[src/logic/alc_pkg.sv]
// Shared constants and types of the adaptive logic cell
package alc_pkg;

   // Operating modes of the cell
   typedef enum logic [1:0] {
      ALC_NORMAL   = 2'b00,
      ALC_EXTENDED = 2'b01,
      ALC_ARITH    = 2'b10,
      ALC_SHARED   = 2'b11
   } alc_mode_type;

   // Register data source per register
   typedef enum logic [1:0] {
      ALC_PK_COMB  = 2'b00,
      ALC_PK_FIFTH = 2'b01,
      ALC_PK_SIXTH = 2'b10,
      ALC_PK_CHAIN = 2'b11
   } alc_pack_type;

   // Table geometry
   localparam int ALC_TBL_IN   = 6;
   localparam int ALC_TBL_BITS = 64;
   localparam int ALC_SEL_W    = 4;
   localparam int ALC_SRC_N    = 10;
   localparam int ALC_SEL_BITS = 24;

   // Source selector codes above the eight data inputs
   localparam logic [3:0] ALC_SRC_Q0 = 4'h8;
   localparam logic [3:0] ALC_SRC_Q1 = 4'h9;

   // Field positions inside the packing and routing words
   localparam int ALC_PK0_LSB = 0;
   localparam int ALC_PK1_LSB = 2;
   localparam int ALC_RT_TOP  = 0;
   localparam int ALC_RT_BOT  = 2;

   // Register reset value
   localparam logic ALC_REG_RST = 1'b0;

endpackage

[src/logic/alc_cell.sv]
// Adaptive logic cell: split tables, adders, registers, outputs
// Behaviour
// - Two split table halves share up to eight inputs, two functions.
// - Any six-input function; seven-input multiplexed pairs too.
// - Each register takes data, clock, enable, clears and loads.
// - Async load data comes from the fifth input of its half.
// - Combinational use bypasses the register, table drives outputs.
// - Two output sets, two routed outputs each, one also local.
// - Table drives one output while the register drives another.
// - Register output can feed back into the same cell's table.
// - Registered and unregistered results can appear together.
// - Exactly one of normal, extended, arithmetic, shared modes.
// - Eleven inputs steered: eight data, carry, share, chain.
// - Register controls come from cluster-wide signals; extended mode also clears the second register.
// - Normal mode: two four-input or five plus three functions.
// - Two five-input functions share inputs a and b.
// - Two six-input functions share four inputs and one table.
// - Upper pair feeds top register and outputs; lower pair bottom.
// - Lower pair in use leaves upper pair free for packing.
// - Lower sixth packs only when the six-input result bypasses.
// - Extended mode: 2-to-1 mux of two five-input functions.
// - Extended unregistered frees eighth input; second register off.
// - Clock enable low holds the registers unless an async clear or load acts.
`timescale 1ns/1ps
`default_nettype none
module alc_cell
   import alc_pkg::*;
#(
   parameter int TBL_IN = ALC_TBL_IN
)(
   // Clock and reset
   input  wire logic                    core_clk_in,
   input  wire logic                    rst_n_in,
   // Data inputs
   input  wire logic [3:0]              data_in,
   input  wire logic                    upper_fifth_in,
   input  wire logic                    upper_sixth_in,
   input  wire logic                    lower_fifth_in,
   input  wire logic                    lower_sixth_in,
   // Chain inputs
   input  wire logic                    carry_in,
   input  wire logic                    share_in,
   input  wire logic                    reg_chain_in,
   // Cluster controls
   input  wire logic                    clk_ena_in,
   input  wire logic                    sclr_in,
   input  wire logic                    sload_in,
   input  wire logic                    aclr_in,
   input  wire logic                    aload_in,
   // Static configuration
   input  wire alc_mode_type            cfg_mode_in,
   input  wire logic [ALC_TBL_BITS-1:0] cfg_upper_mask_in,
   input  wire logic [ALC_TBL_BITS-1:0] cfg_lower_mask_in,
   input  wire logic [ALC_SEL_BITS-1:0] cfg_upper_sel_in,
   input  wire logic [ALC_SEL_BITS-1:0] cfg_lower_sel_in,
   input  wire logic [3:0]              cfg_pack_in,
   input  wire logic [3:0]              cfg_route_reg_in,
   // Top output set
   output logic      [1:0]              top_route_out,
   output logic                         top_local_out,
   // Bottom output set
   output logic      [1:0]              bot_route_out,
   output logic                         bot_local_out,
   // Chain outputs
   output logic                         carry_out,
   output logic                         share_out,
   output logic                         reg_chain_out
);

   // Elaboration check
   if (TBL_IN != ALC_TBL_IN) begin : g_chk
      $error("table input count must be six");
   end

   logic [ALC_SRC_N-1:0] src;
   logic [5:0]           up_idx;
   logic [5:0]           lo_idx;
   logic                 q0;
   logic                 q1;
   logic                 up_tbl;
   logic                 lo_tbl;
   logic                 up_a;
   logic                 up_b;
   logic                 lo_a;
   logic                 lo_b;
   logic                 ext_f0;
   logic                 ext_f1;
   logic                 ext_out;
   logic                 s0;
   logic                 c0;
   logic                 s1;
   logic                 c1;
   logic                 top_comb;
   logic                 bot_comb;
   logic                 d0;
   logic                 d1;
   logic                 top_unreg;
   logic                 bot_unreg;
   logic                 second_cell_register_off;
   alc_pack_type         pk0;
   alc_pack_type         pk1;

   // Picks one of the ten table sources
   function automatic logic pick(input logic [ALC_SRC_N-1:0] s,
                                 input logic [ALC_SEL_W-1:0] sel);
      logic r;
      r = 1'b0;
      if (sel < 4'hA) begin
         r = s[sel];
      end
      return r;
   endfunction

   // Table source vector, register feedback on top
   assign src = {q1, q0, lower_sixth_in, lower_fifth_in,
                 upper_sixth_in, upper_fifth_in, data_in};

   // Per-half input steering
   for (genvar i = 0; i < ALC_TBL_IN; i++) begin : g_sel
      assign up_idx[i] = pick(src, cfg_upper_sel_in[i*ALC_SEL_W +: ALC_SEL_W]);
      assign lo_idx[i] = pick(src, cfg_lower_sel_in[i*ALC_SEL_W +: ALC_SEL_W]);
   end

   // Six-input lookups, one per half
   assign up_tbl = cfg_upper_mask_in[up_idx];
   assign lo_tbl = cfg_lower_mask_in[lo_idx];

   // Five-input sub-functions of each half
   assign up_a = cfg_upper_mask_in[{1'b0, up_idx[4:0]}];
   assign up_b = cfg_upper_mask_in[{1'b1, up_idx[4:0]}];
   assign lo_a = cfg_lower_mask_in[{1'b0, lo_idx[4:0]}];
   assign lo_b = cfg_lower_mask_in[{1'b1, lo_idx[4:0]}];

   // Seven-input multiplexed pair
   assign ext_f0  = up_a;
   assign ext_f1  = lo_a;
   assign ext_out = up_idx[5] ? ext_f1 : ext_f0;

   // Two full adders, mode picks operands
   always_comb begin
      s0 = 1'b0;
      c0 = 1'b0;
      s1 = 1'b0;
      c1 = 1'b0;
      if (cfg_mode_in == ALC_SHARED) begin
         s0 = up_a ^ share_in ^ carry_in;
         c0 = (up_a & share_in) | (carry_in & (up_a ^ share_in));
         s1 = lo_a ^ up_b ^ c0;
         c1 = (lo_a & up_b) | (c0 & (lo_a ^ up_b));
      end else begin
         s0 = up_a ^ up_b ^ carry_in;
         c0 = (up_a & up_b) | (carry_in & (up_a ^ up_b));
         s1 = lo_a ^ lo_b ^ c0;
         c1 = (lo_a & lo_b) | (c0 & (lo_a ^ lo_b));
      end
   end

   // Mode selects the combinational results
   always_comb begin
      top_comb  = 1'b0;
      bot_comb  = 1'b0;
      carry_out = 1'b0;
      share_out = 1'b0;
      unique case (cfg_mode_in)
         ALC_NORMAL: begin
            top_comb = up_tbl;
            bot_comb = lo_tbl;
         end
         ALC_EXTENDED: begin
            top_comb = ext_out;
         end
         ALC_ARITH: begin
            top_comb  = s0;
            bot_comb  = s1;
            carry_out = c1;
         end
         ALC_SHARED: begin
            top_comb  = s0;
            bot_comb  = s1;
            carry_out = c1;
            share_out = lo_b;
         end
      endcase
   end

   // Register data selection and packing
   assign pk0       = alc_pack_type'(cfg_pack_in[ALC_PK0_LSB +: 2]);
   assign pk1       = alc_pack_type'(cfg_pack_in[ALC_PK1_LSB +: 2]);
   assign top_unreg = cfg_route_reg_in[ALC_RT_TOP +: 2] == 2'b00;
   assign bot_unreg = cfg_route_reg_in[ALC_RT_BOT +: 2] == 2'b00;
   assign second_cell_register_off  = cfg_mode_in == ALC_EXTENDED;

   always_comb begin
      d0 = top_comb;
      unique case (pk0)
         ALC_PK_COMB:  d0 = top_comb;
         ALC_PK_FIFTH: d0 = upper_fifth_in;
         ALC_PK_SIXTH: d0 = second_cell_register_off ? (top_unreg ? lower_sixth_in : top_comb)
                                     : upper_sixth_in;
         ALC_PK_CHAIN: d0 = reg_chain_in;
      endcase
   end

   always_comb begin
      d1 = bot_comb;
      unique case (pk1)
         ALC_PK_COMB:  d1 = bot_comb;
         ALC_PK_FIFTH: d1 = lower_fifth_in;
         ALC_PK_SIXTH: d1 = bot_unreg ? lower_sixth_in : bot_comb;
         ALC_PK_CHAIN: d1 = q0;
      endcase
   end

   // First cell register
   alc_cell_reg u_first_cell_register (
      .core_clk_in (core_clk_in),
      .rst_n_in    (rst_n_in),
      .ena_in      (clk_ena_in),
      .sclr_in     (sclr_in),
      .sload_in    (sload_in),
      .aclr_in     (aclr_in),
      .aload_in    (aload_in),
      .d_in        (d0),
      .sdata_in    (upper_fifth_in),
      .adata_in    (upper_fifth_in),
      .q_out       (q0)
   );

   // Second cell register, held clear in extended mode
   alc_cell_reg u_second_cell_register (
      .core_clk_in (core_clk_in),
      .rst_n_in    (rst_n_in),
      .ena_in      (clk_ena_in),
      .sclr_in     (sclr_in),
      .sload_in    (sload_in),
      .aclr_in     (aclr_in | second_cell_register_off),
      .aload_in    (aload_in),
      .d_in        (d1),
      .sdata_in    (lower_fifth_in),
      .adata_in    (lower_fifth_in),
      .q_out       (q1)
   );

   // Output driver sets, each route picks register or bypass
   assign top_route_out[0] = cfg_route_reg_in[0] ? q0 : top_comb;
   assign top_route_out[1] = cfg_route_reg_in[1] ? q0 : top_comb;
   assign top_local_out    = top_route_out[0];
   assign bot_route_out[0] = cfg_route_reg_in[2] ? q1 : bot_comb;
   assign bot_route_out[1] = cfg_route_reg_in[3] ? q1 : bot_comb;
   assign bot_local_out    = bot_route_out[0];
   assign reg_chain_out    = q1;

   // Checks
   bypass_a: assert property (@(posedge core_clk_in) disable iff (!rst_n_in)
      !cfg_route_reg_in[0] |-> top_route_out[0] == top_comb)
      else $error("bypass not combinational");
   normal_tbl_a: assert property (@(posedge core_clk_in) disable iff (!rst_n_in)
      cfg_mode_in == ALC_NORMAL && !cfg_route_reg_in[2]
      |-> bot_route_out[0] == cfg_lower_mask_in[lo_idx])
      else $error("lower table not on bottom set");
   ext_mux_a: assert property (@(posedge core_clk_in) disable iff (!rst_n_in)
      cfg_mode_in == ALC_EXTENDED && !cfg_route_reg_in[0]
      |-> top_route_out[0] == (up_idx[5] ? lo_a : up_a))
      else $error("extended mux wrong");
   ext_second_cell_register_a: assert property (@(posedge core_clk_in) disable iff (!rst_n_in)
      (cfg_mode_in == ALC_EXTENDED) [*2] |-> !reg_chain_out)
      else $error("second register active");
   local_a: assert property (@(posedge core_clk_in) disable iff (!rst_n_in)
      top_local_out == top_route_out[0] && bot_local_out == bot_route_out[0])
      else $error("local output mismatch");
   pack_a: assert property (@(posedge core_clk_in) disable iff (!rst_n_in)
      cfg_mode_in == ALC_NORMAL && pk0 == ALC_PK_FIFTH && clk_ena_in
      && !aclr_in && !aload_in && !sclr_in && !sload_in
      ##1 cfg_route_reg_in[1] && !aclr_in && !aload_in
      |-> top_route_out[1] == $past(upper_fifth_in))
      else $error("packed register lost data");
   both_a: assert property (@(posedge core_clk_in) disable iff (!rst_n_in)
      cfg_route_reg_in[1:0] == 2'b10 |-> top_route_out[0] == top_comb
      && top_route_out[1] == q0) else $error("dual outputs wrong");
   carry_a: assert property (@(posedge core_clk_in) disable iff (!rst_n_in)
      cfg_mode_in == ALC_NORMAL |-> !carry_out && !share_out)
      else $error("chain outputs active");
   share_idle_a: assert property (@(posedge core_clk_in) disable iff (!rst_n_in)
      cfg_mode_in != ALC_SHARED |-> !share_out) else $error("share chain active");
   hold_cell_a: assert property (@(posedge core_clk_in) disable iff (!rst_n_in)
      !clk_ena_in && !aclr_in && !aload_in && !second_cell_register_off ##1 !aclr_in && !aload_in
      |-> $stable(reg_chain_out)) else $error("register moved");

   // Packing checks, asynchronous controls quiet on both edges
   sixth_pack_a: assert property (@(posedge core_clk_in) disable iff (!rst_n_in)
      !second_cell_register_off && pk1 == ALC_PK_SIXTH && bot_unreg && clk_ena_in
      && !aclr_in && !aload_in && !sclr_in && !sload_in
      ##1 !aclr_in && !aload_in |-> reg_chain_out == $past(lower_sixth_in))
      else $error("lower sixth not packed");
   ext_pack_a: assert property (@(posedge core_clk_in) disable iff (!rst_n_in)
      second_cell_register_off && pk0 == ALC_PK_SIXTH && top_unreg && clk_ena_in
      && !aclr_in && !aload_in && !sclr_in && !sload_in
      ##1 !aclr_in && !aload_in |-> q0 == $past(lower_sixth_in))
      else $error("eighth input not packed");
   chain_in_a: assert property (@(posedge core_clk_in) disable iff (!rst_n_in)
      pk0 == ALC_PK_CHAIN && clk_ena_in && !aclr_in && !aload_in && !sclr_in && !sload_in
      ##1 !aclr_in && !aload_in |-> q0 == $past(reg_chain_in))
      else $error("register chain not taken");

   ext_c: cover property (@(posedge core_clk_in) cfg_mode_in == ALC_EXTENDED);
   arith_c: cover property (@(posedge core_clk_in) cfg_mode_in == ALC_ARITH && carry_out);
   fb_c: cover property (@(posedge core_clk_in)
      cfg_upper_sel_in[ALC_SEL_W-1:0] == ALC_SRC_Q0 && cfg_route_reg_in[0]);
   pack_c: cover property (@(posedge core_clk_in) pk0 == ALC_PK_SIXTH && second_cell_register_off);

endmodule
`default_nettype wire

[src/logic/alc_cell_reg.sv]
// One cell register with cluster-wide controls
`timescale 1ns/1ps
`default_nettype none
module alc_cell_reg
   import alc_pkg::*;
(
   // Clock and reset
   input  wire logic core_clk_in,
   input  wire logic rst_n_in,
   // Cluster controls
   input  wire logic ena_in,
   input  wire logic sclr_in,
   input  wire logic sload_in,
   input  wire logic aclr_in,
   input  wire logic aload_in,
   // Data
   input  wire logic d_in,
   input  wire logic sdata_in,
   input  wire logic adata_in,
   // State
   output logic      q_out
);

   logic q_q;
   logic q_d;

   // Next state by control priority
   always_comb begin
      q_d = q_q;
      if (aclr_in) begin
         q_d = 1'b0;
      end else if (aload_in) begin
         q_d = adata_in;
      end else if (!ena_in) begin
         q_d = q_q;
      end else if (sclr_in) begin
         q_d = 1'b0;
      end else if (sload_in) begin
         q_d = sdata_in;
      end else begin
         q_d = d_in;
      end
   end

   // State register
   always_ff @(posedge core_clk_in) begin
      if (!rst_n_in) begin
         q_q <= ALC_REG_RST;
      end else begin
         q_q <= q_d;
      end
   end

   // Asynchronous controls act at once on the output
   assign q_out = aclr_in ? 1'b0 : (aload_in ? adata_in : q_q);

   // Checks
   aclr_wins_a: assert property (@(posedge core_clk_in) disable iff (!rst_n_in)
      aclr_in |-> !q_out ##1 !q_q) else $error("async clear ignored");
   aload_a: assert property (@(posedge core_clk_in) disable iff (!rst_n_in)
      !aclr_in && aload_in |-> q_out == adata_in) else $error("async load wrong");
   hold_a: assert property (@(posedge core_clk_in) disable iff (!rst_n_in)
      !aclr_in && !aload_in && !ena_in |=> $stable(q_q)) else $error("no hold");
   sclr_a: assert property (@(posedge core_clk_in) disable iff (!rst_n_in)
      !aclr_in && !aload_in && ena_in && sclr_in |=> !q_q) else $error("sync clear");
   sload_a: assert property (@(posedge core_clk_in) disable iff (!rst_n_in)
      !aclr_in && !aload_in && ena_in && !sclr_in && sload_in
      |=> q_q == $past(sdata_in)) else $error("sync load wrong");
   capture_a: assert property (@(posedge core_clk_in) disable iff (!rst_n_in)
      !aclr_in && !aload_in && ena_in && !sclr_in && !sload_in
      |=> q_q == $past(d_in)) else $error("capture wrong");
   sload_c: cover property (@(posedge core_clk_in) ena_in && sload_in && !sclr_in);

endmodule
`default_nettype wire

[config.mk]
export PLATFORM = sky130hd
export DESIGN_NAME = alc_cell
export DESIGN_NICKNAME = d
export VERILOG_FILES = /design/src/logic/alc_pkg.sv /design/src/logic/alc_cell.sv /design/src/logic/alc_cell_reg.sv
export SDC_FILE = /design/constraint.sdc
export NUM_CORES = 1
export LEC_CHECK = 0
export BUFFER_PORTS_ARGS = -buffer_cell sky130_fd_sc_hd__buf_4
export CORE_ASPECT_RATIO = 1.5
export CORE_MARGIN = 3
export CORE_UTILIZATION = 30
export CTS_CLUSTER_DIAMETER = 120
export DETAILED_ROUTE_END_ITERATION = 10
export REMOVE_ABC_BUFFERS = 1
export SLEW_MARGIN = 20
export SYNTH_ARGS = -nofsm -noshare
export SYNTH_HDL_FRONTEND = slang
export SYNTH_HIERARCHICAL = 1
export SYNTH_SLANG_ARGS = --single-unit
[constraint.sdc]
create_clock -name core_clk_in -period 6.2 [get_ports core_clk_in]
set_input_delay 0.93 -clock core_clk_in [delete_from_list [all_inputs] [get_ports core_clk_in]]
set_output_delay 0.93 -clock core_clk_in [all_outputs]
set_load 0.005 [all_outputs]
## Word-level counts from Yosys, hierarchy flattened

Cells that the tools add are included.

| word-level totals | value |
|---|---|
| register bits after elaboration | 2 |
| bits in latches | 0 |
| RAM bits | 0 |
| bits in read-only memories | 0 |
| input port bits | 204 |
| output and inout port bits | 9 |
| memories kept | 0 |

| cells by class | value |
|---|---|
| add/sub/neg operators | 0 |
| multiply operators | 0 |
| divide/modulo/power cells | 0 |
| $lt $le $gt $ge | 30 |
| equality and inequality tests | 9 |
| shift-type cells | 0 |
| mux-type cells | 77 |
| bitwise gates (word level) | 22 |
| reductions and logical operators | 9 |

Operator list:

| cell | number |
|---|---|
| $lt 4x5->1 const B | 12 |
| $mux 1 | 55 |
| $bmux 1 s4 | 12 |
| $lt 4x4->1 const B | 12 |
| $lt 6x7->1 const B | 4 |
| $bmux 1 s5 | 4 |
| $lt 5x7->1 const B | 2 |
| $bmux 1 s6 | 2 |
| $eq 2x2->1 const B | 6 |
| $logic_not 2->1 | 5 |
| $and 1x1->1 | 8 |
| $pmux 1 s4 | 2 |
| $xor 1x1->1 | 8 |
| $eq 2x1->1 const B | 3 |
| $reduce_or 2->1 | 3 |
| $or 1x1->1 | 5 |
| $pmux 1 s3 | 1 |
| $pmux 1 s2 | 1 |
| $reduce_bool 2->1 | 1 |
| $not 1->1 | 1 |

## Depth between registers and ports, before layout

Gate-level depths: netlist of the first run.

| depth | value |
|---|---|
| depth after elaboration | 20 |
| mapped depth | 25 |

## By module

The synthesis of the first run kept the hierarchy.

By module, submodules not included:

| module | times used | cells each | area an instance (um^2) |
|---|---|---|---|
| alc_cell | 1 | 325 | 2846.5 |
| alc_cell_reg | 2 | 8 | 73.8 |

## Worst setup path after synthesis of the first run

OpenSTA, ideal clock, no wires.

| path | value |
|---|---|
| kind | input to output |
| from | in cfg_mode_in[0] |
| to | out bot_route_out[0] |
| arrival time | 5.394 ns |
| data required time | 5.270 ns |
| path slack | -0.124 ns |
| stages on the path | 23 |
| cells stage by stage | clkbuf_1 > nand2b_1 > nand2b_1 > a21oi_1 > clkbuf_1 > mux2i_1 > nor4b_1 > nor3_2 > buf_4 > mux2i_1 > a221oi_1 > a21oi_1 > mux2_2 > or3_1 > inv_1 > ha_1 > a21o_1 > fa_1 > mux2_2 > nand2_1 > o31ai_1 > mux2_2 > buf_4 |

| on the way | value |
|---|---|
| word-level cells in the longest chain between the ends | 15 |
| elaborated cells between the ends (all ways) | 65 |
| those cells by class | eq/ne: 3; mux: 47; bitwise: 13; reduce/logical: 2 |

Ends and longest elaborated chain:

| element | RTL line | source |
|---|---|---|
| start: declaration | alc_cell.sv:51 | `input wire alc_mode_type cfg_mode_in,` |
| $eq 2x1->1 (*) | alc_cell.sv:191 | `assign second_cell_register_off = cfg_mode_in == ALC_EXTENDED;` |
| $or 1x1->1 (*) | alc_cell.sv:236 | `.aclr_in (aclr_in \| second_cell_register_off),` |
| $mux 1 (*) | alc_cell_reg.sv:55 | `assign q_out = aclr_in ? 1'b0 : (aload_in ? adata_in : q_q);` |
| named net reg_chain_out | alc_cell.sv:67 | `output logic reg_chain_out` |
| $bmux 1 s4 | alc_cell.sv:109 | `r = s[sel];` |
| $mux 1 (implied by the code) | alc_cell.sv:109 |  |
| $mux 1 | alc_cell.sv:108 | `if (sel < 4'hA) begin` |
| $bmux 1 s5, on equally long branches | alc_cell.sv:129, alc_cell.sv:130 |  |
| $mux 1, on equally long branches | alc_cell.sv:129, alc_cell.sv:130 |  |
| $xor 1x1->1, on equally long branches | alc_cell.sv:152, alc_cell.sv:147 |  |
| $and 1x1->1, on equally long branches | alc_cell.sv:152, alc_cell.sv:147 |  |
| $or 1x1->1, on equally long branches | alc_cell.sv:152, alc_cell.sv:147 |  |
| $xor 1x1->1, on equally long branches | alc_cell.sv:153, alc_cell.sv:148 |  |
| $mux 1 | alc_cell.sv:145 | `if (cfg_mode_in == ALC_SHARED) begin` |
| $pmux 1 s2 | alc_cell.sv:164 | `unique case (cfg_mode_in)` |
| $mux 1 (*) | alc_cell.sv:248 | `assign bot_route_out[0] = cfg_route_reg_in[2] ? q1 : bot_comb;` |
| end: declaration | alc_cell.sv:62 | `output logic [1:0] bot_route_out,` |

Mark *: on every way through the listed nets, which the timed path passes. The rest lies on a longest branch. The select of a mux whose other input is x is not followed.

## Final worst setup path of the first run

| path | value |
|---|---|
| from | in aload_in |
| to | out bot_route_out[0] |

| on the way | value |
|---|---|
| word-level cells in the longest chain between the ends | 14 |
| elaborated cells between the ends (all ways) | 62 |
| those cells by class | mux: 50; bitwise: 12 |

Ends and longest elaborated chain:

| element | RTL line | source |
|---|---|---|
| start: declaration | alc_cell.sv:49 | `input wire logic aload_in,` |
| $mux 1 (2 in a row) | alc_cell_reg.sv:55 |  |
| $bmux 1 s4 | alc_cell.sv:109 |  |
| $mux 1 (implied by the code) | alc_cell.sv:109 |  |
| $mux 1 | alc_cell.sv:108 |  |
| $bmux 1 s5, on equally long branches | alc_cell.sv:129, alc_cell.sv:130 |  |
| $mux 1, on equally long branches | alc_cell.sv:129, alc_cell.sv:130 |  |
| $xor 1x1->1, on equally long branches | alc_cell.sv:152, alc_cell.sv:147 |  |
| $and 1x1->1, on equally long branches | alc_cell.sv:152, alc_cell.sv:147 |  |
| $or 1x1->1, on equally long branches | alc_cell.sv:152, alc_cell.sv:147 |  |
| $xor 1x1->1, on equally long branches | alc_cell.sv:153, alc_cell.sv:148 |  |
| $mux 1 | alc_cell.sv:145 |  |
| $pmux 1 s2 | alc_cell.sv:164 |  |
| $mux 1 (*) | alc_cell.sv:248 |  |

Mark *: on every way between the ends. The rest lies on a longest branch, timed or not. The select of a mux whose other input is x is not followed.

==> metrics.md, run 1 <==
| Metric | Value |
|---|---|
| Outcome | completed |
| Number of vias in the routed layout | 3782 |
| Half-perimeter wire length after detailed placement | 10600 um |
| Arrival time of the worst setup path | 5130 ps |
| Synthesis warning total | 6 |
| Cell taking the most area after synthesis | sky130_fd_sc_hd__mux2i_1 |
| Remaining global-route overflow | 0 |
| DR WL/cell | 18.1 um |
| Pin count of the biggest net entering global routing | 20 |
| Clock transition at the registers of the reported paths | 30 ps |
| Synth Cell Area | 0.00299 sq mm |
| Startpoint of the lowest-slack hold path | u_second_cell_register/q_q$_SDFFE_PP0P_ |
| Setup TNS after final layout | 0 ps |
| Cell area power density | 120 mW/mm^2 |
| Min Tclk post-route | 6060 ps |
| Largest stage delay, worst path | 430 ps |
| Maximum capacitance violations | 0 |
| Number of I/O pins | 213 |
| CP Class | in2out |
| Number of synthesized register bits | 2 |
| Number of rows in the core area | 44 |
| Worst Path Buf+Inv | 7 |
| Timing startpoint of the critical path | aload_in |
| Mean post-synth cell area | 8.78 sq um |
| Clock buffers created by TritonCTS | 3 |
| Post-Synthesis Cells | 341 |
| Footprint of the flip-flops and latches | 40.0 sq um |
| Endpoints failing hold | 0 |
| Maximum root-to-sink buffer count | 2 |
| Via count of the first global-routing pass | 4051 |
| Source of the worst register-to-register timing path | u_first_cell_register/q_q$_SDFFE_PP0P_ |
| Cell count of the worst hold path | 3 |
| Violation count after the first detailed-routing iteration | 87 |
| Worst-skew pair later-pin latency | 220 ps |
| Design Power | 0.616 mW |
| Number of fillers in the final layout | 934 |
| Tightest Pin Transition | 697 ps |
| Post-Route Skew | 2.19 ps |
| Family with the most delay on the worst path | compound AO/OA/AOI/OAI gates |
| Share of flip-flops with an asynchronous set or reset after synthesis | 0 |
| Total of endpoints with negative setup slack in the final report | 0 |
| Worst hold path type | reg2reg |
| Portion of synthesized cell area occupied by the leading cell type | 0.321 |
| Register area share after synthesis | 0.0134 |
| Global-route wire length before repair | 19000 um |
| Headroom to the max-slew limit | 0.535 |
| Cell types with the largest area share after synthesis | sky130_fd_sc_hd__mux2i_1, sky130_fd_sc_hd__mux4_2, sky130_fd_sc_hd__mux2_2 |
| Total number of clock tree sinks | 2 |
| Via density per instance | 5.48 |
| Critical-path cell with the highest stage delay | sky130_fd_sc_hd__fa_1 |
| Required time worst endpoint | 5270 ps |
| Cell-by-cell trace of the critical path | buf_4 -> nand2b_2 -> a21oi_4 -> buf_6 -> mux4_2 -> nand2b_1 -> a22oi_2 -> buf_12 -> buf_4 -> mux2i_1 -> mux2i_1 -> a2111o_1 -> inv_1 -> or3_4 -> inv_2 -> ha_1 -> a21o_1 -> fa_1 -> mux2_2 -> nand2_2 -> o31ai_2 -> mux2_2 -> buf_4 |
| Maximum clock rate | 165 MHz |
| Count of buffers from port buffering | 212 |
| Final critical-path share of the clock period | 0.977 |
| Antenna cell count | 0 |
| Count of cells along the worst register-to-register path | 20 |
| Area used by multi-input combinational logic | 0.00284 sq mm |
| Initial Utilization | 0.309 |
| Number of logic stages on the critical path including buffering | 23 |
| X dimension of the die | 87.6 um |
| Distinct cell type count of the synthesized netlist | 55 |
| Number of antenna violations at the first check in global routing | 0 |
| TritonCTS clock tree | yes |
| Placeable core area | 0.00969 sq mm |
| DIE AREA | 0.0112 sq mm |
| Unrepaired setup endpoints after global routing | no |
| Post-synth EDFFs | 0 |
| Layout overhead on the synthesized area | 72.0% |
| Clock root buffer | sky130_fd_sc_hd__clkbuf_16 |
| Most common flop cell mapped by yosys | sky130_fd_sc_hd__dfxtp_1 |
| Maximum level of the CTS H-tree | 1 |
| Wire length reported by the detailed router | 12500 um |
| Category of the worst setup path capture point | primary output |
| Remaining number of nets flagged by the antenna check after routing | 0 |
| Fraction of final layout cells with drive strength greater than 1 | 0.558 |
| DRC errors left | 0 |
| Critical path peak fanout | 15 |
| Chip height | 128 um |
| Overall routing resource usage | 0.211 |
| Leak | 2.62 nW |
| Number of pins with negative max-slew slack in the final report | 0 |
| Routability cong. | 0.869 |
| Router iterations before antenna repair | 4 |
| Dominant cell type by count on the critical path | sky130_fd_sc_hd__buf_4 |
| Category of the worst setup path launch point | input port |
| Max rail drop VDD | 0.0784 mV |
| Post-layout nets | 785 |
worst paths after layout:
kind	to	slack [ps]
setup / recovery	bot_route_out[0]	140
hold / removal	u_second_cell_register/q_q$_SDFFE_PP0P_	780
setup reg to reg	u_second_cell_register/q_q$_SDFFE_PP0P_	1620
hold reg to reg	u_second_cell_register/q_q$_SDFFE_PP0P_	780
kinds of logic (layout without fill, tap and decap cells):
| group | Yosys count | after routing | synth area share |
|---|---|---|---|
| and+or+nand+nor | 93 | 93 | 0.196 |
| muxes | 133 | 133 | 0.532 |
| DFF | 2 | 2 | 0.0134 |
| buffers and inverters | 39 | 273 | 0.0685 |
| AOI/OAI and AO/OA | 69 | 69 | 0.166 |
| xor gates and xnor gates | 1 | 1 | 0.00293 |
| adders and majority gates | 4 | 4 | 0.0217 |
placed cells by master (no fill, tap or decap), types with 3 or more instances in the layout:
cell and n:
sky130_fd_sc_hd__a211oi_1 5, sky130_fd_sc_hd__a21o_1 3, sky130_fd_sc_hd__a21oi_1 12, sky130_fd_sc_hd__a221oi_1 4
sky130_fd_sc_hd__a22oi_1 3, sky130_fd_sc_hd__a31oi_1 5, sky130_fd_sc_hd__a32o_1 3, sky130_fd_sc_hd__and3b_1 3
sky130_fd_sc_hd__buf_12 4, sky130_fd_sc_hd__buf_4 251, sky130_fd_sc_hd__clkbuf_16 3, sky130_fd_sc_hd__inv_1 11
sky130_fd_sc_hd__mux2_2 16, sky130_fd_sc_hd__mux2i_1 95, sky130_fd_sc_hd__mux4_2 19, sky130_fd_sc_hd__nand2_1 11
sky130_fd_sc_hd__nand2b_1 9, sky130_fd_sc_hd__nand3_1 10, sky130_fd_sc_hd__nand3b_1 7, sky130_fd_sc_hd__nand4_1 4
sky130_fd_sc_hd__nor2_1 10, sky130_fd_sc_hd__nor2b_1 8, sky130_fd_sc_hd__nor3_1 4, sky130_fd_sc_hd__nor4b_1 3
sky130_fd_sc_hd__o211ai_1 7, sky130_fd_sc_hd__o21ai_0 5, sky130_fd_sc_hd__o221ai_1 4, sky130_fd_sc_hd__or3_1 5
per-stage QoR:
| step | setup slack (ps) | cells | hold slack [ps] | util | instance area (sq um) |
|---|---|---|---|---|---|
| finish | 142 | 690 | 778 | 0.532 | 5150 |
| global route | 4.27 | 690 | 804 | 0.532 | 5150 |
| CTS | 4.60 | 678 | 733 | 0.513 | 4970 |
| detailed placement | -88.5 | 675 | 716 | 0.504 | 4890 |
| global placement | 9.82 | 675 | 683 | 0.504 | 4890 |
| floorplan | -684 | 314 | 664 | - | 2830 |
per-layer routing:
metal	vias to the layer above	global-route usage	routed length [um]
li1	1822	-	-
met1	1762	0.205	4130
met2	177	0.433	7070
met3	21	0.0384	1020
met4	0	0.0623	295
met5	-	0	0
synthesized netlist by cell type, types with 3 or more instances:
master                     number
sky130_fd_sc_hd__a211oi_1       7
sky130_fd_sc_hd__a21o_1         3
sky130_fd_sc_hd__a21oi_1       15
sky130_fd_sc_hd__a221oi_1       5
sky130_fd_sc_hd__a22oi_1        4
sky130_fd_sc_hd__a31oi_1        5
sky130_fd_sc_hd__a32o_1         3
sky130_fd_sc_hd__and3b_1        3
sky130_fd_sc_hd__buf_2          7
sky130_fd_sc_hd__buf_4          4
sky130_fd_sc_hd__clkbuf_1      13
sky130_fd_sc_hd__inv_1         12
sky130_fd_sc_hd__mux2_2        16
sky130_fd_sc_hd__mux2i_1       96
sky130_fd_sc_hd__mux4_2        19
sky130_fd_sc_hd__nand2_1       13
sky130_fd_sc_hd__nand2b_1      10
sky130_fd_sc_hd__nand3_1       10
sky130_fd_sc_hd__nand3b_1       7
sky130_fd_sc_hd__nand4_1        4
sky130_fd_sc_hd__nor2_1        10
sky130_fd_sc_hd__nor2b_1        8
sky130_fd_sc_hd__nor3_1         4
sky130_fd_sc_hd__nor4b_1        4
sky130_fd_sc_hd__o211ai_1       7
sky130_fd_sc_hd__o21ai_0        5
sky130_fd_sc_hd__o221ai_1       4
sky130_fd_sc_hd__or3_1          6
what timing repair did:
action                                  4_1_cts  5_1_grt
endpoints found under the setup margin        3        3
gates resized for setup                       3       18
pin swaps                                     0        8
hold buffers                                  0        0
setup buffers                                 0       12
cell type report:
type	instances	area share
Sequential cell	2	0.00777
Inverter	12	0.00875
Tap cell	115	0.0279
Multi-Input combinational cell	300	0.552
Timing Repair Buffer	258	0.389
Clock buffer	3	0.0146
worst reg2reg max path, stage by stage (launching register included):
cell and delay (ps):
sky130_fd_sc_hd__dfxtp_1 300, sky130_fd_sc_hd__nand2b_2 100, sky130_fd_sc_hd__a21oi_4 80, sky130_fd_sc_hd__buf_4 160
sky130_fd_sc_hd__buf_4 160, sky130_fd_sc_hd__mux4_2 480, sky130_fd_sc_hd__nor3b_2 190, sky130_fd_sc_hd__nor4_4 320
sky130_fd_sc_hd__buf_12 180, sky130_fd_sc_hd__mux2_2 350, sky130_fd_sc_hd__o311a_1 300, sky130_fd_sc_hd__nand4_1 140
sky130_fd_sc_hd__nand4_4 190, sky130_fd_sc_hd__fa_1 510, sky130_fd_sc_hd__mux2_2 280, sky130_fd_sc_hd__nand2_2 90
sky130_fd_sc_hd__buf_4 100, sky130_fd_sc_hd__a31oi_1 70, sky130_fd_sc_hd__mux2i_1 140, sky130_fd_sc_hd__o221ai_1 140
sky130_fd_sc_hd__and3b_1 190
flip-flops by register name (all words and copies together), names as in the netlist:
name and flops:
u_first_cell_register/q_q 1, u_second_cell_register/q_q 1
power breakdown:
| group | internal [mW] | switching, mW | leakage (nW) |
|---|---|---|---|
| Combinational | 0.294 | 0.210 | 2.57 |
| Clock | 0.0822 | 0.0169 | 0.0370 |
| Sequential | 0.0134 | 0.000250 | 0.0163 |
Note: power is estimated with default switching activity, not from simulation.
==> run 2, diff against run 1 <==
ABC_AREA = 1   (was unset)
GPL_ROUTABILITY_DRIVEN = 0   (was unset)
SYNTH_HIERARCHICAL = unset   (was 1)
==> run 2 against run 1 <==
Worst setup slack better by 540 ps. Highest routed layer unchanged. Clock skew fell by 1.8 ps. Non-clock buffer count down 42. Clock-buffer cell count stayed put. Critical path type unchanged. Via count is 33% higher. Combinational power decreased by 15%. Fmax rose by 9.7%. Critical endpoint is now bot_local_out.
==> metrics.md, run 2 <==
| Metric | Value |
|---|---|
| Headroom to the max-slew limit | 0.725 (was 0.535) |
| Router iterations before antenna repair | 5 (was 4) |
| Post-layout util | 0.466 (was 0.532) |
| Hold bufs inserted after CTS | 0 (unchanged) |
| Most common flop cell mapped by yosys | sky130_fd_sc_hd__dfxtp_1 (unchanged) |
| Maximum capacitance violations | 0 (unchanged) |
| Clock transition at the registers of the reported paths | 30 ps (about the same) |
| Post-Synthesis Cells | 640 (was 341) |
| Violation count after the first detailed-routing iteration | 254 (was 87) |
| Via density per instance | 5.16 (was 5.48) |
| DRC errors left | 0 (unchanged) |
| Pin count of the biggest net entering global routing | 35 (was 20) |
| Cell count of the worst hold path | 4 (was 3) |
| Synthesis warning total | 0 (was 6) |
| Setup slack after placement | 692 ps (was -88.5 ps) |
| Category of the worst setup path capture point | primary output (unchanged) |
| Mean post-synth cell area | 5.15 sq um (was 8.78 sq um) |
| Clock buffers created by TritonCTS | 3 (unchanged) |
| Half-perimeter wire length after detailed placement | 12200 um (was 10600 um) |
| Endpoints failing hold | 0 (unchanged) |
| Layout overhead on the synthesized area | 50.7% (was 72.0%) |
| Placeable core area | 0.0106 sq mm (was 0.00969 sq mm) |
| Post-route worst hold slack | 585 ps (was 778 ps) |
| Via count of the first global-routing pass | 5063 (was 4051) |
| CP Class | in2out (unchanged) |
| Number of rows in the core area | 46 (was 44) |
| Post-layout nets | 1041 (was 785) |
| Global-route wire length before repair | 23400 um (was 19000 um) |
| Biggest regs | u_first_cell_register.q_q (1), u_second_cell_register.q_q (1) (was u_first_cell_register/q_q (1), u_second_cell_register/q_q (1)) |
| Most used cells in the layout excluding fill and tap cells | sky130_fd_sc_hd__buf_4, sky130_fd_sc_hd__nand2_1, sky130_fd_sc_hd__nand3_1 (was sky130_fd_sc_hd__buf_4, sky130_fd_sc_hd__mux2i_1, sky130_fd_sc_hd__mux4_2) |
| Leak | 2.63 nW (was 2.62 nW) |
| Overall routing resource usage | 0.225 (was 0.211) |
| Post-synth EDFFs | 0 (unchanged) |
| Maximum level of the CTS H-tree | 1 (unchanged) |
| Cell area power density | 107 mW/mm^2 (was 120 mW/mm^2) |
| # Post-CTS Setup Buffers | 0 (unchanged) |
| Share of flip-flops with an asynchronous set or reset after synthesis | 0 (unchanged) |
| Antenna cell count | 0 (unchanged) |
| Initial Utilization | 0.309 (about the same) |
| Tightest Pin Transition | 411 ps (was 697 ps) |
| Worst hold path type | reg2reg (unchanged) |
| Final critical-path share of the clock period | 0.891 (was 0.977) |
| Layout Cells excl Fill | 975 (was 690) |
| TritonCTS clock tree | yes (unchanged) |
| Total number of clock tree sinks | 2 (unchanged) |
| Cell types with the largest area share after synthesis | sky130_fd_sc_hd__nand2_1, sky130_fd_sc_hd__nand3_1, sky130_fd_sc_hd__o21ai_0 (was sky130_fd_sc_hd__mux2i_1, sky130_fd_sc_hd__mux4_2, sky130_fd_sc_hd__mux2_2) |
| Register area share after synthesis | 0.0122 (was 0.0134) |
| Synth Cell Area | 0.00329 sq mm (was 0.00299 sq mm) |
| Worst-skew pair later-pin latency | 220 ps (about the same) |
| Portion of synthesized cell area occupied by the leading cell type | 0.196 (was 0.321) |
| Remaining number of nets flagged by the antenna check after routing | 0 (unchanged) |
| Cell taking the most area after synthesis | sky130_fd_sc_hd__nand2_1 (was sky130_fd_sc_hd__mux2i_1) |
| Clock root buffer | sky130_fd_sc_hd__clkbuf_16 (unchanged) |
| Number of antenna violations at the first check in global routing | 0 (unchanged) |
| Leading cell type in the layout, fill and taps excluded | sky130_fd_sc_hd__buf_4 (unchanged) |
| X dimension of the die | 91.6 um (was 87.6 um) |
| Category of the worst setup path launch point | input port (unchanged) |
| Maximum root-to-sink buffer count | 2 (unchanged) |
| Max rail drop VDD | 0.0817 mV (was 0.0784 mV) |
| DIE AREA | 0.0123 sq mm (was 0.0112 sq mm) |
| Maximum clock rate | 181 MHz (was 165 MHz) |
| Min Tclk post-route | 5520 ps (was 6060 ps) |
| Top cells by count, synth | sky130_fd_sc_hd__nand2_1, sky130_fd_sc_hd__nand3_1, sky130_fd_sc_hd__inv_1 (was sky130_fd_sc_hd__mux2i_1, sky130_fd_sc_hd__mux4_2, sky130_fd_sc_hd__mux2_2) |
| Remaining global-route overflow | 0 (unchanged) |
| Required time worst endpoint | 5270 ps (about the same) |
| Crit path setup slack, layout | 679 ps (was 142 ps) |
| Resized cells post-CTS | 0 (was 3) |
| Post-Route Skew | 0.362 ps (was 2.19 ps) |
| Outcome | completed (unchanged) |
| Unrepaired setup endpoints after global routing | no (unchanged) |
| Fraction of final layout cells with drive strength greater than 1 | 0.323 (was 0.558) |
| Number of I/O pins | 213 (unchanged) |
| Setup TNS after final layout | 0 ps (unchanged) |
| Number of vias in the routed layout | 5029 (was 3782) |
| Critical path peak fanout | 33 (was 15) |
| Distinct cell type count of the synthesized netlist | 41 (was 55) |
| Leading cell type by number of instances after synthesis | sky130_fd_sc_hd__nand2_1 (was sky130_fd_sc_hd__mux2i_1) |
| Chip height | 134 um (was 128 um) |
| Total of endpoints with negative setup slack in the final report | 0 (unchanged) |
| Wire length reported by the detailed router | 14400 um (was 12500 um) |
| Number of pins with negative max-slew slack in the final report | 0 (unchanged) |
| Count of buffers from port buffering | 212 (unchanged) |
| DP Cell Count | 972 (was 675) |
| Arrival time of the worst setup path | 4590 ps (was 5130 ps) |
| Count of cells along the worst register-to-register path | 23 (was 20) |
| Number of synthesized register bits | 2 (unchanged) |
| DR WL/cell | 14.8 um (was 18.1 um) |
==> run 2: changes by cell type after synthesis, sizes merged, moves of 18 or more <==
cell	change
nand2	+177
mux2i	-95
nand3b	+18
nor2	+23
o21ai	+61
nand3	+122
a21oi	+36
mux2	-18
inv	+60
mux4	-19
==> run 2: per-stage QoR <==
stage	power, mW	cell area [sq um]
after floorplan	0.242	3090
after global placement	0.429	4890
after detailed placement	0.439	4890
after CTS	0.536	4970
after global routing	0.590	4970
final	0.534	4970
==> run 2: final timing paths <==
path	from	to	slack [ps]
setup / recovery	aload_in	bot_local_out	680
hold / removal	u_first_cell_register.q_q$_SDFFE_PP0P_	u_first_cell_register.q_q$_SDFFE_PP0P_	580
setup reg to reg	u_first_cell_register.q_q$_SDFFE_PP0P_	u_second_cell_register.q_q$_SDFFE_PP0P_	2430
hold reg to reg	u_first_cell_register.q_q$_SDFFE_PP0P_	u_first_cell_register.q_q$_SDFFE_PP0P_	580
==> run 2: critical path, cell delays in order <==
cell and delay, ps:
sky130_fd_sc_hd__buf_4 120, sky130_fd_sc_hd__inv_1 80, sky130_fd_sc_hd__nand2_1 70, sky130_fd_sc_hd__nand2_2 70, sky130_fd_sc_hd__nand2_2 230, sky130_fd_sc_hd__nand2_4 140
sky130_fd_sc_hd__nand3_4 220, sky130_fd_sc_hd__nand2_4 350, sky130_fd_sc_hd__inv_2 180, sky130_fd_sc_hd__nand2_1 90, sky130_fd_sc_hd__nand3_1 70, sky130_fd_sc_hd__nand3_1 80
sky130_fd_sc_hd__nand3_1 70, sky130_fd_sc_hd__nand3_1 130, sky130_fd_sc_hd__nand2_1 110, sky130_fd_sc_hd__ha_1 330, sky130_fd_sc_hd__a21oi_1 210, sky130_fd_sc_hd__fa_1 450
sky130_fd_sc_hd__nand2_1 80, sky130_fd_sc_hd__o211ai_1 90, sky130_fd_sc_hd__o21ai_2 100, sky130_fd_sc_hd__nor2_1 50, sky130_fd_sc_hd__a21oi_1 170, sky130_fd_sc_hd__buf_4 140
==> run 2: cells by family (layout without fill, tap and decap cells) <==
group	count (synthesis)	count (layout)	share of synthesized area
adders and majority gates	4	4	0.0197
buffers and inverters	101	292	0.147
AOI/OAI and AO/OA	141	141	0.250
DFF	2	2	0.0122
and+or+nand+nor	391	391	0.567
muxes	1	1	0.00304
==> run 2: power breakdown <==
group          internal [mW]  total, mW  switching (mW)
Clock                 0.0818     0.0943          0.0125
Sequential            0.0134     0.0135       0.0000964
Combinational          0.197      0.426           0.229
==> run 2: layout make-up <==
cell class              count  area [sq um]
fillers                  1175          5680
multi-input cells         537          2770
repair buffers            216          1620
inverters                  73           280
well taps                 144           180
clock buffers               3          75.1
flip-flops and latches      2          40.0
==> run 2: layer usage <==
layer,GRT usage,up-vias,share of wire
met3,0.0387,42,0.085
li1,-,2544,-
met5,0,-,0
met1,0.232,2186,0.36
met2,0.431,257,0.51
met4,0.109,0,0.040
==> run 3, diff against run 2 <==
BUFFER_PORTS_ARGS = unset   (was -buffer_cell sky130_fd_sc_hd__buf_4)
DONT_BUFFER_PORTS = 1   (was unset)
==> run 3 against run 2 <==
Clock skew is essentially flat. Power shrank 26%. Cell area shrank 32%. Critical path type unchanged.
==> metrics.md, run 3 (synthesis results as in run 2) <==
| Metric | Value |
|---|---|
| Most used cells in the layout excluding fill and tap cells | sky130_fd_sc_hd__nand2_1, sky130_fd_sc_hd__nand3_1, sky130_fd_sc_hd__inv_1 (was sky130_fd_sc_hd__buf_4, sky130_fd_sc_hd__nand2_1, sky130_fd_sc_hd__nand3_1) |
| Overall routing resource usage | 0.195 (was 0.225) |
| Resized cells post-CTS | 0 (unchanged) |
| Gr busiest metal | met2 (unchanged) |
| Maximum level of the CTS H-tree | 1 (unchanged) |
| Half-perimeter wire length after detailed placement | 10600 um (was 12200 um) |
| Required time worst endpoint | 5270 ps (about the same) |
| Setup TNS after final layout | 0 ps (unchanged) |
| Maximum root-to-sink buffer count | 2 (unchanged) |
| Number of fillers in the final layout | 1233 (was 1175) |
| Unrepaired setup endpoints after global routing | no (unchanged) |
| Worst-skew pair later-pin latency | 220 ps (about the same) |
| Count of cells along the worst register-to-register path | 23 (unchanged) |
| Number of pins with negative max-slew slack in the final report | 0 (unchanged) |
| Headroom to the max-slew limit | 0.651 (was 0.725) |
| Via count of the first global-routing pass | 3905 (was 5063) |
| Critical Path End | bot_local_out (unchanged) |
| Critical path peak fanout | 33 (unchanged) |
| Violation count after the first detailed-routing iteration | 227 (was 254) |
| Number of I/O pins | 213 (unchanged) |
| X dimension of the die | 91.6 um (unchanged) |
| Reg-to-reg slack, setup | 2520 ps (was 2430 ps) |
| Number of antenna violations at the first check in global routing | 0 (unchanged) |
| Chip height | 134 um (unchanged) |
| Pin count of the biggest net entering global routing | 35 (unchanged) |
| Design Power | 0.395 mW (was 0.534 mW) |
| Post-Route Skew | 0.214 ps (was 0.362 ps) |
| Router iterations before antenna repair | 5 (unchanged) |
| Source of the worst register-to-register timing path | u_first_cell_register.q_q$_SDFFE_PP0P_ (unchanged) |
| Worst hold path type | reg2reg (unchanged) |
| Tightest Pin Transition | 522 ps (was 411 ps) |
| Number of rows in the core area | 46 (unchanged) |
| Maximum clock rate | 191 MHz (was 181 MHz) |
| Endpoint of the worst-slack reg-to-reg timing path | u_second_cell_register.q_q$_SDFFE_PP0P_ (unchanged) |
| Count of buffers from port buffering | 0 (was 212) |
| Category of the worst setup path capture point | primary output (unchanged) |
| Global-route met3 utilization | 0.0612 (was 0.0387) |
| Outcome | completed (unchanged) |
| Maximum capacitance violations | 0 (unchanged) |
| Family with the most delay on the worst path | simple AND/OR/NAND/NOR gates (unchanged) |
| TritonCTS clock tree | yes (unchanged) |
| Initial Utilization | 0.309 (unchanged) |
| Critical-path cell with the highest stage delay | sky130_fd_sc_hd__fa_1 (unchanged) |
| Fraction of final layout cells with drive strength greater than 1 | 0.0875 (was 0.323) |
| Leading cell type in the layout, fill and taps excluded | sky130_fd_sc_hd__nand2_1 (was sky130_fd_sc_hd__buf_4) |
| Antenna cell count | 0 (unchanged) |
| Hold bufs inserted after CTS | 0 (unchanged) |
| Cell area power density | 118 mW/mm^2 (was 107 mW/mm^2) |
| Layout overhead on the synthesized area | 1.97% (was 50.7%) |
| Post-layout nets | 827 (was 1041) |
| Min Tclk post-route | 5250 ps (was 5520 ps) |
| Total number of clock tree sinks | 2 (unchanged) |
| Number of vias in the routed layout | 4139 (was 5029) |
| Worst Path Buf+Inv | 2 (was 4) |
| CP Class | in2out (unchanged) |
| Global-route track usage on met2 | 0.407 (was 0.431) |
| Clock root buffer | sky130_fd_sc_hd__clkbuf_16 (unchanged) |
| Clock buffers created by TritonCTS | 3 (unchanged) |
| Remaining number of nets flagged by the antenna check after routing | 0 (unchanged) |
| Cell-by-cell trace of the critical path | inv_1 -> nand2_1 -> nand2_2 -> nand2_2 -> nand2_4 -> nand3_4 -> nand2_4 -> inv_2 -> nand2_1 -> nand3_1 -> nand3_1 -> nand3_1 -> nand3_1 -> nand2_1 -> ha_1 -> a21oi_1 -> fa_1 -> nand2_1 -> o211ai_1 -> o21ai_2 -> nor2_1 -> a21oi_1 (was buf_4 -> inv_1 -> nand2_1 -> nand2_2 -> nand2_2 -> nand2_4 -> nand3_4 -> nand2_4 -> inv_2 -> nand2_1 -> nand3_1 -> nand3_1 -> nand3_1 -> nand3_1 -> nand2_1 -> ha_1 -> a21oi_1 -> fa_1 -> nand2_1 -> o211ai_1 -> o21ai_2 -> nor2_1 -> a21oi_1 -> buf_4) |
| DIE AREA | 0.0123 sq mm (unchanged) |
| Via density per instance | 5.44 (was 5.16) |
| DR WL/cell | 16.8 um (was 14.8 um) |
| Clock transition at the registers of the reported paths | 30 ps (about the same) |
| Met1 layer usage reported by global route | 0.178 (was 0.232) |
| Placeable core area | 0.0106 sq mm (unchanged) |
| DRC errors left | 0 (unchanged) |
| Wire length reported by the detailed router | 12800 um (was 14400 um) |
| Final critical-path share of the clock period | 0.846 (was 0.891) |
| Max rail drop VDD | 0.0778 mV (was 0.0817 mV) |
| Timing startpoint of the critical path | aload_in (unchanged) |
| Arrival time of the worst setup path | 4320 ps (was 4590 ps) |
| Largest stage delay, worst path | 430 ps (was 450 ps) |
| Remaining global-route overflow | 0 (unchanged) |
| Endpoints failing hold | 0 (unchanged) |
| # Post-CTS Setup Buffers | 0 (unchanged) |
| Biggest regs | u_first_cell_register.q_q (1), u_second_cell_register.q_q (1) (unchanged) |
| Number of logic stages on the critical path including buffering | 22 (was 24) |
| Leak | 1.60 nW (was 2.63 nW) |
| Category of the worst setup path launch point | input port (unchanged) |
| Total of endpoints with negative setup slack in the final report | 0 (unchanged) |
| Global-route wire length before repair | 19400 um (was 23400 um) |
## run 3: per-stage QoR
step / setup WS, ps / instance area (sq um) / instances / hold WS [ps] / util
after global routing: 619 / 3360 / 761 / 626 / 0.316
after detailed placement: 980 / 3280 / 758 / 575 / 0.308
after CTS: 969 / 3360 / 761 / 573 / 0.316
final: 954 / 3360 / 761 / 571 / 0.316
after global placement: 1030 / 3280 / 758 / 571 / 0.308
after floorplan: 1380 / 3090 / 612 / 551 / -
## run 3: per-layer routing
metal	up-vias	part of all wire
li1	2115	-
met1	1810	0.34
met2	200	0.55
met3	14	0.10
met4	0	0.012
met5	-	0
## run 3: worst reg2reg max path, delay by kind of cell (launching register included)
kind / cells / cell delay [ps]
compound gates: 4 / 500
fa+ha+maj: 2 / 750
buf+inv: 1 / 180
flops: 1 / 290
simple gates: 16 / 1920
## run 3: worst min-delay path by stage
stage / from / end / cells past startpoint
global route: u_first_cell_register.q_q$_SDFFE_PP0P_ / u_first_cell_register.q_q$_SDFFE_PP0P_ / 4
global placement: u_first_cell_register.q_q$_SDFFE_PP0P_ / u_first_cell_register.q_q$_SDFFE_PP0P_ / 4
detailed placement: u_first_cell_register.q_q$_SDFFE_PP0P_ / u_first_cell_register.q_q$_SDFFE_PP0P_ / 4
CTS: u_first_cell_register.q_q$_SDFFE_PP0P_ / u_first_cell_register.q_q$_SDFFE_PP0P_ / 4
finish: u_first_cell_register.q_q$_SDFFE_PP0P_ / u_first_cell_register.q_q$_SDFFE_PP0P_ / 4
floorplan: u_first_cell_register.q_q$_SDFFE_PP0P_ / u_first_cell_register.q_q$_SDFFE_PP0P_ / 4
## run 3: where the power goes
part	internal (mW)	switching [mW]	total, mW
clock network	0.0820	0.0145	0.0965
logic	0.106	0.180	0.285
registers	0.0134	0.0000955	0.0135
## run 3: layout make-up
class / instances / area (sq um) / share of cell area
Timing Repair Buffer: 2 / 15.0 / 0.00447
Sequential cell: 2 / 40.0 / 0.0119
Inverter: 73 / 280 / 0.0834
Tap cell: 144 / 180 / 0.0536
Clock buffer: 3 / 75.1 / 0.0223
Multi-Input combinational cell: 537 / 2770 / 0.824
